==> src/rtl/aowg_defs.svh <==
// Purpose: constants of the waveform generation control block
// Assumes: 32-bit register port, byte offsets, 200 MHz core clock
// Notes:   definitions only
`ifndef AOWG_DEFS_SVH
`define AOWG_DEFS_SVH

// register byte offsets
`define AOWG_OFF_CTRL      8'h00
`define AOWG_OFF_CONFIG    8'h04
`define AOWG_OFF_COUNT     8'h08
`define AOWG_OFF_RATE      8'h0C
`define AOWG_OFF_SWDATA    8'h10
`define AOWG_OFF_STATUS    8'h14

// control bits (write only, self clearing)
`define AOWG_CTRL_START    0
`define AOWG_CTRL_STOP     1
`define AOWG_CTRL_FLUSH    2

// configuration bits
`define AOWG_CFG_HWTIMED   0
`define AOWG_CFG_CONT      1
`define AOWG_CFG_TRIG_EN   2
`define AOWG_CFG_TRIG_SEL  3
`define AOWG_CFG_TRIG_FALL 4
`define AOWG_CFG_WIDTH     5

// status bits
`define AOWG_STS_RUN       0
`define AOWG_STS_ARMED     1
`define AOWG_STS_UNDERFLOW 2
`define AOWG_STS_DONE      3
`define AOWG_STS_LEVEL_LSB 8

// reset values
`define AOWG_ZERO_CODE     16'h8000
`define AOWG_COUNT_RESET   32'h0000_0001
`define AOWG_RATE_RESET    32'h0000_00C8

// output sample queue geometry
`define AOWG_QUEUE_DEPTH   16
`define AOWG_QUEUE_AW      4

`endif

==> src/rtl/aowg_pkg.sv <==
// Purpose: types of the waveform generation control block
// Assumes: constants come from aowg_defs.svh
// Notes:   one sample carries a code for each of the two channels
package aowg_pkg;

  // one update: both channel codes, offset binary
  typedef struct packed {
    logic [15:0] ch1;
    logic [15:0] ch0;
  } aowg_sample_t;

  // generation sequencer
  typedef enum logic [1:0] {
    AOWG_IDLE = 2'b00,
    AOWG_WAIT = 2'b01,
    AOWG_RUN  = 2'b10
  } aowg_state_t;

endpackage

==> src/rtl/aowg_ctrl.sv <==
// Purpose: analog output generation control, queue to two DAC channels
// Assumes: one clock core_clk at 200 MHz, synchronous active-high reset
// Notes:   samples arrive on a valid/ready stream from the USB side
//
// Functional notes
// two independent DAC channel code outputs
// host streams sample blocks into the queue
// pop one queued sample per DAC update
// block sets update rate and start condition
// hardware mode paced by internal sample clock
// software mode updates DAC once per command
// optional start waits for edge on chosen input
// trigger edge polarity selectable rising or falling
// finite mode stops after configured sample count
// continuous mode runs until host stop command
// both channels reset to zero-volt code
// further trigger edges ignored while running
// empty queue holds DAC and flags underflow
//
// The register offsets and the plain strobed port were chosen for this implementation.
`timescale 1ns/1ps
`include "aowg_defs.svh"

module aowg_ctrl
  import aowg_pkg::*;
(
  // clock and reset
  input  wire logic         core_clk,
  input  wire logic         sys_rst,
  // register port
  input  wire logic [7:0]   reg_addr,
  input  wire logic [31:0]  reg_wdata,
  input  wire logic         reg_wr,
  input  wire logic         reg_rd,
  output logic      [31:0]  reg_rdata,
  // sample stream from the host side
  input  wire logic         in_valid,
  input  wire aowg_sample_t in_sample,
  output logic              in_ready,
  // trigger pins
  input  wire logic         trigger_input_a,
  input  wire logic         trigger_input_b,
  // DAC channels
  output logic      [15:0]  analog_out_zero,
  output logic      [15:0]  analog_out_one,
  output logic              dac_load,
  output logic              gen_active
);

  ////////////////////////////////////////////////////////////////////////
  // register decode

  // true when a strobe addresses a given offset
  function automatic logic hit(input logic [7:0] a, input logic [7:0] off);
    hit = (a == off);
  endfunction

  logic [`AOWG_CFG_WIDTH-1:0] cfg;
  logic [31:0]                sample_target;
  logic [31:0]                rate_div;
  logic                       underflow;
  logic                       done;
  aowg_state_t                state;

  logic start_cmd;
  logic stop_cmd;
  logic flush_cmd;
  logic sw_cmd;
  logic sts_wr;

  assign start_cmd = reg_wr && hit(reg_addr, `AOWG_OFF_CTRL)
                     && reg_wdata[`AOWG_CTRL_START];
  assign stop_cmd  = reg_wr && hit(reg_addr, `AOWG_OFF_CTRL)
                     && reg_wdata[`AOWG_CTRL_STOP];
  assign flush_cmd = reg_wr && hit(reg_addr, `AOWG_OFF_CTRL)
                     && reg_wdata[`AOWG_CTRL_FLUSH];
  assign sw_cmd    = reg_wr && hit(reg_addr, `AOWG_OFF_SWDATA);
  assign sts_wr    = reg_wr && hit(reg_addr, `AOWG_OFF_STATUS);

  // configuration is only taken while idle so a run keeps its setup
  always_ff @(posedge core_clk)
  begin
    if (sys_rst)
    begin
      cfg           <= '0;
      sample_target <= `AOWG_COUNT_RESET;
      rate_div      <= `AOWG_RATE_RESET;
    end
    else if (reg_wr && state == AOWG_IDLE)
    begin
      if (hit(reg_addr, `AOWG_OFF_CONFIG))
        cfg <= reg_wdata[`AOWG_CFG_WIDTH-1:0];
      if (hit(reg_addr, `AOWG_OFF_COUNT))
        sample_target <= reg_wdata;
      if (hit(reg_addr, `AOWG_OFF_RATE))
        rate_div <= reg_wdata;
    end
  end

  logic cfg_hw;
  logic cfg_cont;
  logic cfg_trig_en;
  logic cfg_trig_sel;
  logic cfg_trig_fall;

  assign cfg_hw        = cfg[`AOWG_CFG_HWTIMED];
  assign cfg_cont      = cfg[`AOWG_CFG_CONT];
  assign cfg_trig_en   = cfg[`AOWG_CFG_TRIG_EN];
  assign cfg_trig_sel  = cfg[`AOWG_CFG_TRIG_SEL];
  assign cfg_trig_fall = cfg[`AOWG_CFG_TRIG_FALL];

  ////////////////////////////////////////////////////////////////////////
  // output sample queue

  aowg_sample_t             queue_mem [`AOWG_QUEUE_DEPTH];
  logic [`AOWG_QUEUE_AW-1:0] wr_ptr;
  logic [`AOWG_QUEUE_AW-1:0] rd_ptr;
  logic [`AOWG_QUEUE_AW:0]   level;
  logic [`AOWG_QUEUE_AW:0]   next_level;
  logic                      push;
  logic                      pop;
  logic                      q_empty;

  assign push    = in_valid && in_ready;
  assign q_empty = (level == '0);
  assign next_level = flush_cmd && state == AOWG_IDLE ? '0 :
                      level + {{`AOWG_QUEUE_AW{1'b0}}, push}
                            - {{`AOWG_QUEUE_AW{1'b0}}, pop};

  // storage; the host side stalls on in_ready, so no word is lost
  always_ff @(posedge core_clk)
  begin
    if (push)
      queue_mem[wr_ptr] <= in_sample;
  end

  // pointers and fill level
  always_ff @(posedge core_clk)
  begin
    if (sys_rst)
    begin
      wr_ptr   <= '0;
      rd_ptr   <= '0;
      level    <= '0;
      in_ready <= 1'b0;
    end
    else if (flush_cmd && state == AOWG_IDLE)
    begin
      wr_ptr   <= '0;
      rd_ptr   <= '0;
      level    <= '0;
      in_ready <= 1'b1;
    end
    else
    begin
      if (push)
        wr_ptr <= wr_ptr + 1'b1;
      if (pop)
        rd_ptr <= rd_ptr + 1'b1;
      level    <= next_level;
      in_ready <= next_level < (`AOWG_QUEUE_AW+1)'(`AOWG_QUEUE_DEPTH);
    end
  end

  ////////////////////////////////////////////////////////////////////////
  // trigger inputs: two-stage synchronisers, then an edge history flop

  logic [1:0] trig_pin;
  logic [1:0] trig_s1;
  logic [1:0] trig_s2;
  logic [1:0] trig_prev;

  assign trig_pin = {trigger_input_b, trigger_input_a};

  generate
    for (genvar i = 0; i < 2; i++)
    begin : g_trig_sync
      always_ff @(posedge core_clk)
      begin
        if (sys_rst)
        begin
          trig_s1[i]   <= 1'b0;
          trig_s2[i]   <= 1'b0;
          trig_prev[i] <= 1'b0;
        end
        else
        begin
          trig_s1[i]   <= trig_pin[i];
          trig_s2[i]   <= trig_s1[i];
          trig_prev[i] <= trig_s2[i];
        end
      end
    end
  endgenerate

  logic trig_cur;
  logic trig_old;
  logic trig_hit;

  assign trig_cur = trig_s2[cfg_trig_sel];
  assign trig_old = trig_prev[cfg_trig_sel];
  assign trig_hit = cfg_trig_fall ? (trig_old && !trig_cur)
                                  : (!trig_old && trig_cur);

  ////////////////////////////////////////////////////////////////////////
  // sample clock: divider of core_clk, first tick right after start

  logic [31:0] rate_cnt;
  logic        tick;

  assign tick = (state == AOWG_RUN) && (rate_cnt == '0);

  always_ff @(posedge core_clk)
  begin
    if (sys_rst)
      rate_cnt <= '0;
    else if (state != AOWG_RUN)
      rate_cnt <= '0;
    else if (tick)
      rate_cnt <= (rate_div == '0) ? '0 : rate_div - 1'b1;
    else
      rate_cnt <= rate_cnt - 1'b1;
  end

  ////////////////////////////////////////////////////////////////////////
  // sequencer

  logic [31:0] sent_cnt;
  logic        last_pop;

  assign pop      = tick && !q_empty;
  assign last_pop = pop && !cfg_cont
                    && (sent_cnt + 32'h1 == sample_target);

  // stop has priority; edges outside the wait state are not looked at
  always_ff @(posedge core_clk)
  begin
    if (sys_rst)
      state <= AOWG_IDLE;
    else if (stop_cmd)
      state <= AOWG_IDLE;
    else
    begin
      case (state)
        AOWG_IDLE:
          if (start_cmd && cfg_hw)
            state <= cfg_trig_en ? AOWG_WAIT : AOWG_RUN;
        AOWG_WAIT:
          if (trig_hit)
            state <= AOWG_RUN;
        AOWG_RUN:
          if (last_pop)
            state <= AOWG_IDLE;
        default:
          state <= AOWG_IDLE;
      endcase
    end
  end

  // samples written in the current run
  always_ff @(posedge core_clk)
  begin
    if (sys_rst)
      sent_cnt <= '0;
    else if (state == AOWG_IDLE)
      sent_cnt <= '0;
    else if (pop)
      sent_cnt <= sent_cnt + 32'h1;
  end

  ////////////////////////////////////////////////////////////////////////
  // sticky flags; a set in the clearing cycle wins

  always_ff @(posedge core_clk)
  begin
    if (sys_rst)
      underflow <= 1'b0;
    else if (tick && q_empty)
      underflow <= 1'b1;
    else if (sts_wr && reg_wdata[`AOWG_STS_UNDERFLOW])
      underflow <= 1'b0;
  end

  always_ff @(posedge core_clk)
  begin
    if (sys_rst)
      done <= 1'b0;
    else if (last_pop)
      done <= 1'b1;
    else if (sts_wr && reg_wdata[`AOWG_STS_DONE])
      done <= 1'b0;
  end

  ////////////////////////////////////////////////////////////////////////
  // DAC codes; an empty queue leaves the last code in place

  logic sw_update;

  // software commands only act while no timed run owns the DACs
  assign sw_update = sw_cmd && !cfg_hw && state == AOWG_IDLE;

  always_ff @(posedge core_clk)
  begin
    if (sys_rst)
    begin
      analog_out_zero <= `AOWG_ZERO_CODE;
      analog_out_one  <= `AOWG_ZERO_CODE;
    end
    else if (pop)
    begin
      analog_out_zero <= queue_mem[rd_ptr].ch0;
      analog_out_one  <= queue_mem[rd_ptr].ch1;
    end
    else if (sw_update)
    begin
      analog_out_zero <= reg_wdata[15:0];
      analog_out_one  <= reg_wdata[31:16];
    end
  end

  // load strobe: one pulse per update, none while starved
  always_ff @(posedge core_clk)
  begin
    if (sys_rst)
    begin
      dac_load   <= 1'b0;
      gen_active <= 1'b0;
    end
    else
    begin
      dac_load   <= pop || sw_update;
      // held through the cycle of the last pop, so a one-sample run
      // still shows activity beside its single load pulse
      gen_active <= (state == AOWG_RUN) && !stop_cmd;
    end
  end

  ////////////////////////////////////////////////////////////////////////
  // read port: data stand in the cycle after the strobe only

  logic [31:0] status_word;

  assign status_word = {16'h0000,
                        3'b000, level,
                        4'h0, done, underflow,
                        state == AOWG_WAIT,
                        state == AOWG_RUN};

  always_ff @(posedge core_clk)
  begin
    if (sys_rst)
      reg_rdata <= '0;
    else if (!reg_rd)
      reg_rdata <= '0;
    else if (hit(reg_addr, `AOWG_OFF_CONFIG))
      reg_rdata <= {{(32-`AOWG_CFG_WIDTH){1'b0}}, cfg};
    else if (hit(reg_addr, `AOWG_OFF_COUNT))
      reg_rdata <= sample_target;
    else if (hit(reg_addr, `AOWG_OFF_RATE))
      reg_rdata <= rate_div;
    else if (hit(reg_addr, `AOWG_OFF_SWDATA))
      reg_rdata <= {analog_out_one, analog_out_zero};
    else if (hit(reg_addr, `AOWG_OFF_STATUS))
      reg_rdata <= status_word;
    else
      reg_rdata <= '0;  // control and unmapped read as zero
  end

endmodule // aowg_ctrl

==> config.mk <==
export PLATFORM = sky130hd
export DESIGN_NAME = aowg_ctrl
export DESIGN_NICKNAME = d
export VERILOG_FILES = /design/src/rtl/aowg_pkg.sv /design/src/rtl/aowg_ctrl.sv
export VERILOG_INCLUDE_DIRS = /design/src /design/src/rtl
export SDC_FILE = /design/constraint.sdc
export NUM_CORES = 1
export LEC_CHECK = 0
export BUFFER_PORTS_ARGS = -buffer_cell sky130_fd_sc_hd__buf_2
export CAP_MARGIN = 0
export CORE_AREA = 2 2 284 202
export DETAILED_ROUTE_END_ITERATION = 10
export DIE_AREA = 0 0 286 204
export GPL_TIMING_DRIVEN = 0
export PLACE_DENSITY = 0.72
export SYNTH_ARGS = -nofsm -noshare
export SYNTH_HDL_FRONTEND = slang
export SYNTH_SLANG_ARGS = --single-unit
==> constraint.sdc <==
create_clock -name core_clk -period 7.3 [get_ports core_clk]
set_clock_uncertainty 0.05 [all_clocks]
set_input_delay 1.46 -clock core_clk [delete_from_list [all_inputs] [get_ports core_clk]]
set_output_delay 1.46 -clock core_clk [all_outputs]
set_load 0.05 [all_outputs]
==> results of run 1 <==
kinds of logic after synthesis:
family,share of synthesized area [%]
and+or+nand+nor,9.22
buffers and inverters,1.90
muxes,13.4
xor gates and xnor gates,3.67
AOI/OAI and AO/OA,5.56
DFF,65.7
adders and majority gates,0.643
sequential cells by signal, summed over array words and instances (netlist names), 16 cells and up, named ones only:
signal,count
sample_target,32
rate_cnt,32
queue_mem,512
sent_cnt,32
analog_out_one,16
rate_div,32
reg_rdata,32
analog_out_zero,16
final cells by class:
cell class | instances | area (sq um)
diodes | 1 | 2.50
plain buffers | 128 | 502
clock buffers | 92 | 1920
clock inverters | 37 | 423
fillers | 4099 | 20900
inverters | 20 | 75.1
multi-input cells | 1188 | 9970
flip-flops and latches | 739 | 19900
well taps | 750 | 938
repair buffers | 172 | 1210
metrics by stage:
| stage | setup WS [ps] | TNS (ps) | cell area, sq um | hold slack (ps) |
|---|---|---|---|---|
| 6_report | 2330 | 0 | 35000 | 385 |
| 5_1_grt | 1970 | 0 | 35000 | 408 |
| 4_1_cts | 2440 | 0 | 34900 | 389 |
| 3_5_place_dp | 2470 | 0 | 32600 | 376 |
| 3_3_place_gp | -609 | -74880 | 32000 | 378 |
| 2_1_floorplan | 2550 | 0 | 30300 | 364 |
power groups by stage:
stage	clock network [W]	registers, W	logic [W]
after floorplan	0	0.00466	0.000175
after global placement	0	0.00466	0.000348
after detailed placement	0	0.00465	0.000391
after CTS	0.00377	0.00456	0.000396
after global routing	0.00394	0.00456	0.000422
final	0.00373	0.00456	0.000399
routing by layer:
layer / GRT usage (%) / vias up / wire length [microns]
li1: - / 8436 / -
met3: 7.83 / 153 / 8850
met2: 43.3 / 1017 / 37600
met1: 43.5 / 9916 / 36100
met5: 0 / - / 53
met4: 8.10 / 8 / 2020
Yosys cell counts (all sizes together), types with 28 or more instances:
cell	instances	area share, %
a211oi	31	0.77
a21oi	101	1.7
a222oi	28	0.92
a22oi	29	0.72
clkbuf	104	1.3
dfxtp	227	15
edfxtp	512	51
mux2i	39	1.3
mux4	160	12
nand2	201	2.5
nor2	178	2.2
nor3	36	0.59
xnor2	71	2.0
xor2	56	1.6
worst register-to-register path: stages (launching register included):
cell and delay [ps]:
dfxtp_1 300, clkbuf_1 300, nor4bb_1 640, nand4_1 200, nor4_2 810, nand2b_1 280, clkbuf_1 330, clkbuf_1 360
nand2_1 160, nand2_1 60, ha_1 190, inv_1 80, fa_1 210, inv_1 50, a21oi_1 160, nor2_1 60
nor2_1 120, xnor2_1 120, a21oi_1 340
path summary, 6_finish.rpt:
kind                   start  slack (ps)         end
setup / recovery    state[0]        2330    in_ready
hold / removal    trig_s1[0]         380  trig_s2[0]
setup reg to reg    state[0]        2330    in_ready
hold reg to reg   trig_s1[0]         380  trig_s2[0]
==> impl_metrics.csv, run 1 <==
group,metric,value,unit
power_and_ir_drop,pwr-share-seq,52.5,%
power_and_ir_drop,p_sw,0.00188,W
die,initial_core_util,54.3,%
global_routing,grt_pass1_wl,125,mm
drt,drc,0,
yosys,async_flop_share,0,%
power_and_ir_drop,finalPower,0.00869,W
sta,rsz0062_at_grt,"false",
yosys,synth_cell_types,67,
drt,num_vias,19500,
worst_setup_path,slowest_delay,810,ps
power_and_ir_drop,comb_power_share,4.6,%
power_and_ir_drop,p_int,0.00681,W
place,dpl.hpwl,59.0,mm
worst_setup_path,crit_chain,"clkbuf_1 > nor4bb_1 > nand4_1 > nor4_2 > nand2b_1 > clkbuf_1 > clkbuf_1 > nand2_1 > nand2_1 > ha_1 > inv_1 > fa_1 > inv_1 > a21oi_1 > nor2_1 > nor2_1 > xnor2_1 > a21oi_1",
power_and_ir_drop,ir_drop,0.000194,V
place,io_buffers,142,
global_routing,overflow,0,
yosys,synth_area,30300,sq um
yosys,yosys_warnings,0,
drt,viasPerCell,6.25,
drt,ant_nets,0,
die,dieArea,58300,sq um
drt,dr.pass1.iters,9,
worst_hold_path,holdPathStages,1,
worst_setup_path,crit_cells,18,
die,io-pin-count,146,
yosys,synth-edff-count,512,
cts,cts_setup_buffers,0,
yosys,mappedNetlistNets,2169,
worst_setup_path,cpMostUsedCell,"clkbuf_1",
cts,cts_tree,"done",
final_layout,final_common_cell,"edfxtp_1",
power_and_ir_drop,clkPwrFrac,42.9,%
cts,clk_latency,630,ps
die,die_height,204,microns
cts,cts_num_sinks,739,
final_layout,layout-area-overhead-vs-synth,15.2,%
power_and_ir_drop,swShare,21.7,%
worst_setup_path,critical-path-top-delay-family,"simple AND/OR/NAND/NOR gates",
final_layout,instances_no_fill,3127,
sta,max_freq,0.201,GHz
worst_setup_path,worstPathMaxFanout,10,
yosys,ys_seq_area_share,65.7,%
cts,cts_root_buf,"clkbuf_16",
power_and_ir_drop,leakagePower,11.8,nW
yosys,synth-seq-cells,739,
sta,setup_viol,0,
place,gp_congestion,1.06,
die,fp-row-count,73,
die,fp.dieW,286,microns
worst_setup_path,critPathBufInv,5,
final_layout,final_cell_mix,"512 x edfxtp_1, 227 x dfxtp_1, 201 x nand2_1",
drt,drtIter0Drc,2595,
worst_setup_path,cp_slowest_cell,"nor4_2",
cts,path_clk_slew,60,ps
global_routing,grt_pass1_vias,19100,
worst_hold_path,hold_path_class,"flip-flop to flip-flop",
sta,hold_viol,0,
cts,cts-resized-gates,0,
final_layout,final_nets,2414,
global_routing,antenna_found_initial,6,
die,coreArea,55900,sq um
global_routing,grt_max_degree,21,
yosys,syn_area_per_cell,14.6,sq um
worst_setup_path,worst-endpoint-required,7740,ps
drt,wl_per_cell,27.1,microns
global_routing,track_usage,29.4,%
sta,tightest_slew,1210,ps
sta,slew_viol_final,0,
worst_setup_path,r2r_cells,18,
place,dp.cells,2997,
worst_setup_path,worstSetupPathType,"flip-flop to flip-flop",
final_layout,fin_util,62.5,%
cts,htree_levels,3,
run_status,status,"finished, final reports clean",
yosys,synth_ff_type,"edfxtp_1",
power_and_ir_drop,power_density,249,nW/um^2
drt,totalWireLength,84.7,mm
sta,min_period_over_period,68.0,%
cts,cts_made_buffers,71,
final_layout,drive_gt1_share,20.6,%
worst_setup_path,critPathCaptureType,"flip-flop",
flow_run,max_cap_viol_count,0,
worst_setup_path,cp-start-kind,"flip-flop",
worst_setup_path,worstPathArrival,5400,ps
cts,cts_hold_buf,0,
sta,slew_headroom,19.3,%
cts,cts.path.max_buffers,3,
yosys,netlist_instances,2075,
sta,min_period,4970,ps
(Power assumes the default switching activity.)
==> run 2: changes to the inputs <==
- PLACE_DENSITY: 0.72 -> 0.75
- clock period: 7.3 -> 4.53 ns (I/O delays scaled with it)
==> impl_metrics.csv, run 2 (same netlist as run 1, synthesis figures left out) <==
group,metric,value,unit
run_status,status,"complete, but fails checks",
run_status,violations,"negative setup slack",
cts,htree_levels,3,
global_routing,use_met1,42.4,%
place,io_buffers,142,
cts,cts_num_sinks,739,
sta,min_period,4610,ps
final_layout,final_nets,2416,
place,dpl.hpwl,60.7,mm
worst_setup_path,cp-start-kind,"flip-flop",
cts,cts_hold_buf,0,
power_and_ir_drop,leakagePower,11.7,nW
global_routing,grt.busiest_layer,"met2",
drt,viasPerCell,6.29,
sta,tightest_slew,1290,ps
global_routing,grt_use_met2,43.8,%
final_layout,layout-area-overhead-vs-synth,15.1,%
die,dieArea,58300,sq um
power_and_ir_drop,finalPower,0.0140,W
final_layout,final_common_cell,"edfxtp_1",
cts,cts_tree,"done",
drt,wl_per_cell,27.7,microns
worst_setup_path,worst-endpoint-required,4980,ps
global_routing,grt_max_degree,24,
global_routing,grt_use_met3,10.4,%
worst_setup_path,worstSetupStartpoint,"sent_cnt[0]",
worst_hold_path,hp-start,"trig_s1[1]",
die,fp.dieW,286,microns
die,io-pin-count,146,
worst_setup_path,critPathBufInv,0,
sta,min_period_over_period,102,%
drt,dr.pass1.iters,9,
cts,path_clk_slew,60,ps
cts,cts_root_buf,"clkbuf_16",
worst_setup_path,r2r-start,"sent_cnt[0]",
worst_setup_path,worstSetupPathType,"flip-flop to flip-flop",
power_and_ir_drop,ir_drop,0.000348,V
sta,setup_viol,1,
sta,slew_viol_final,0,
worst_setup_path,cpMostUsedCell,"nand4_1",
worst_setup_path,slowest_delay,850,ps
sta,rsz0062_at_grt,"false",
worst_setup_path,worstPathArrival,5060,ps
worst_setup_path,cp_slowest_cell,"nor3_1",
sta,max_freq,0.217,GHz
cts,cts.path.max_buffers,3,
drt,ant_nets,0,
drt,drc,0,
final_layout,largest_reg_flops,512,
drt,totalWireLength,86.7,mm
place,gp_congestion,0.983,
sta,timing.hold.ws,393,ps
final_layout,top_register,"queue_mem",
global_routing,grt_pass1_vias,19200,
global_routing,antenna_found_initial,7,
die,initial_core_util,54.3,%
global_routing,overflow,0,
worst_setup_path,critical-path-top-delay-family,"simple AND/OR/NAND/NOR gates",
sta,hold_viol,0,
die,fp-row-count,73,
cts,cts_made_buffers,72,
die,die_height,204,microns
flow_run,max_cap_viol_count,0,
worst_setup_path,crit_chain,"ha_1 > nand3_1 > nor3_1 > nand4_1 > a2111oi_0 > nand4_1 > nor4_1 > o2111ai_1 > and3_1",
sta,slew_headroom,13.7,%
worst_setup_path,worstPathMaxFanout,8,
worst_setup_path,critPathCaptureType,"flip-flop",
worst_hold_path,hold_path_class,"flip-flop to flip-flop",
global_routing,grt_pass1_wl,126,mm
final_layout,final_cell_mix,"512 x edfxtp_1, 227 x dfxtp_1, 201 x nand2_1",
drt,drtIter0Drc,2593,
final_layout,drive_gt1_share,20.6,%
global_routing,track_usage,30.0,%
cts,clk_latency,620,ps
drt,num_vias,19700,
sta,fin_ws,-79.3,ps
die,coreArea,55900,sq um
power_and_ir_drop,power_density,401,nW/um^2
## run 2: changes by cell type in the layout (fill, tap and decap cells not counted), sizes merged
| cell | change |
|---|---|
| buf | +1 |
| clkbuf | -4 |
| clkinv | +3 |
| clkinvlp | +4 |
| inv | -1 |
## run 2: metrics by stage
stage	setup TNS [ps]	area [sq um]	cells	setup WS [ps]	utilization (%)
after floorplan	0	30300	2075	337	-
after global placement	-547390	32000	2967	-2460	57.2
after detailed placement	-802	32500	2997	-437	58.2
after CTS	0	34900	3128	28.1	62.4
after global routing	0	34900	3129	12.6	62.4
final	-79.3	34900	3130	-79.3	62.4
## run 2: metal layers
layer  part of all wire (%)  vias to the layer above
li1                       -                     8433
met1                     40                     9979
met2                     44                     1131
met3                     12                      150
met4                    3.3                        8
met5                  0.053                        -
## run 2: path summary, 6_finish.rpt
kind,endpoint,slack [ps],depth (start not counted)
worst max register to register,state[1],-80,9
worst max-delay path,state[1],-80,9
worst min register to register,trig_s2[1],390,1
worst min-delay path,trig_s2[1],390,1
## run 2: report_power, final
part	leakage, nW	total, W	internal [W]	switching [W]
clock network	1.12	0.00598	0.00339	0.00259
registers	6.44	0.00736	0.00731	0.0000473
logic	4.16	0.000642	0.000227	0.000415
total	11.7	0.0140	0.0109	0.00305
## run 2: worst reg2reg max path, stage by stage, from the launching register on
cell and delay, ps:
dfxtp_1 450, ha_1 360, nand3_1 160, nor3_1 850
nand4_1 390, a2111oi_0 730, nand4_1 180, nor4_1 380
o2111ai_1 560, and3_1 390
## run 2: timing repair
action / CTS / global route
pin swaps: 0 / 2
setup buffers: 0 / 1
endpoints found under the setup margin: 4 / 2
gates resized for setup: 2 / 4
## run 2: final cells by class
type	count	area (sq um)
clock buffer	88	1880
sequential	739	19900
fill	4105	21000
buffer	128	502
antenna	1	2.50
inverter	20	75.1
timing repair buffer	173	1140
tap	750	938
clock inverter	43	438
multi-input combinational	1188	10000
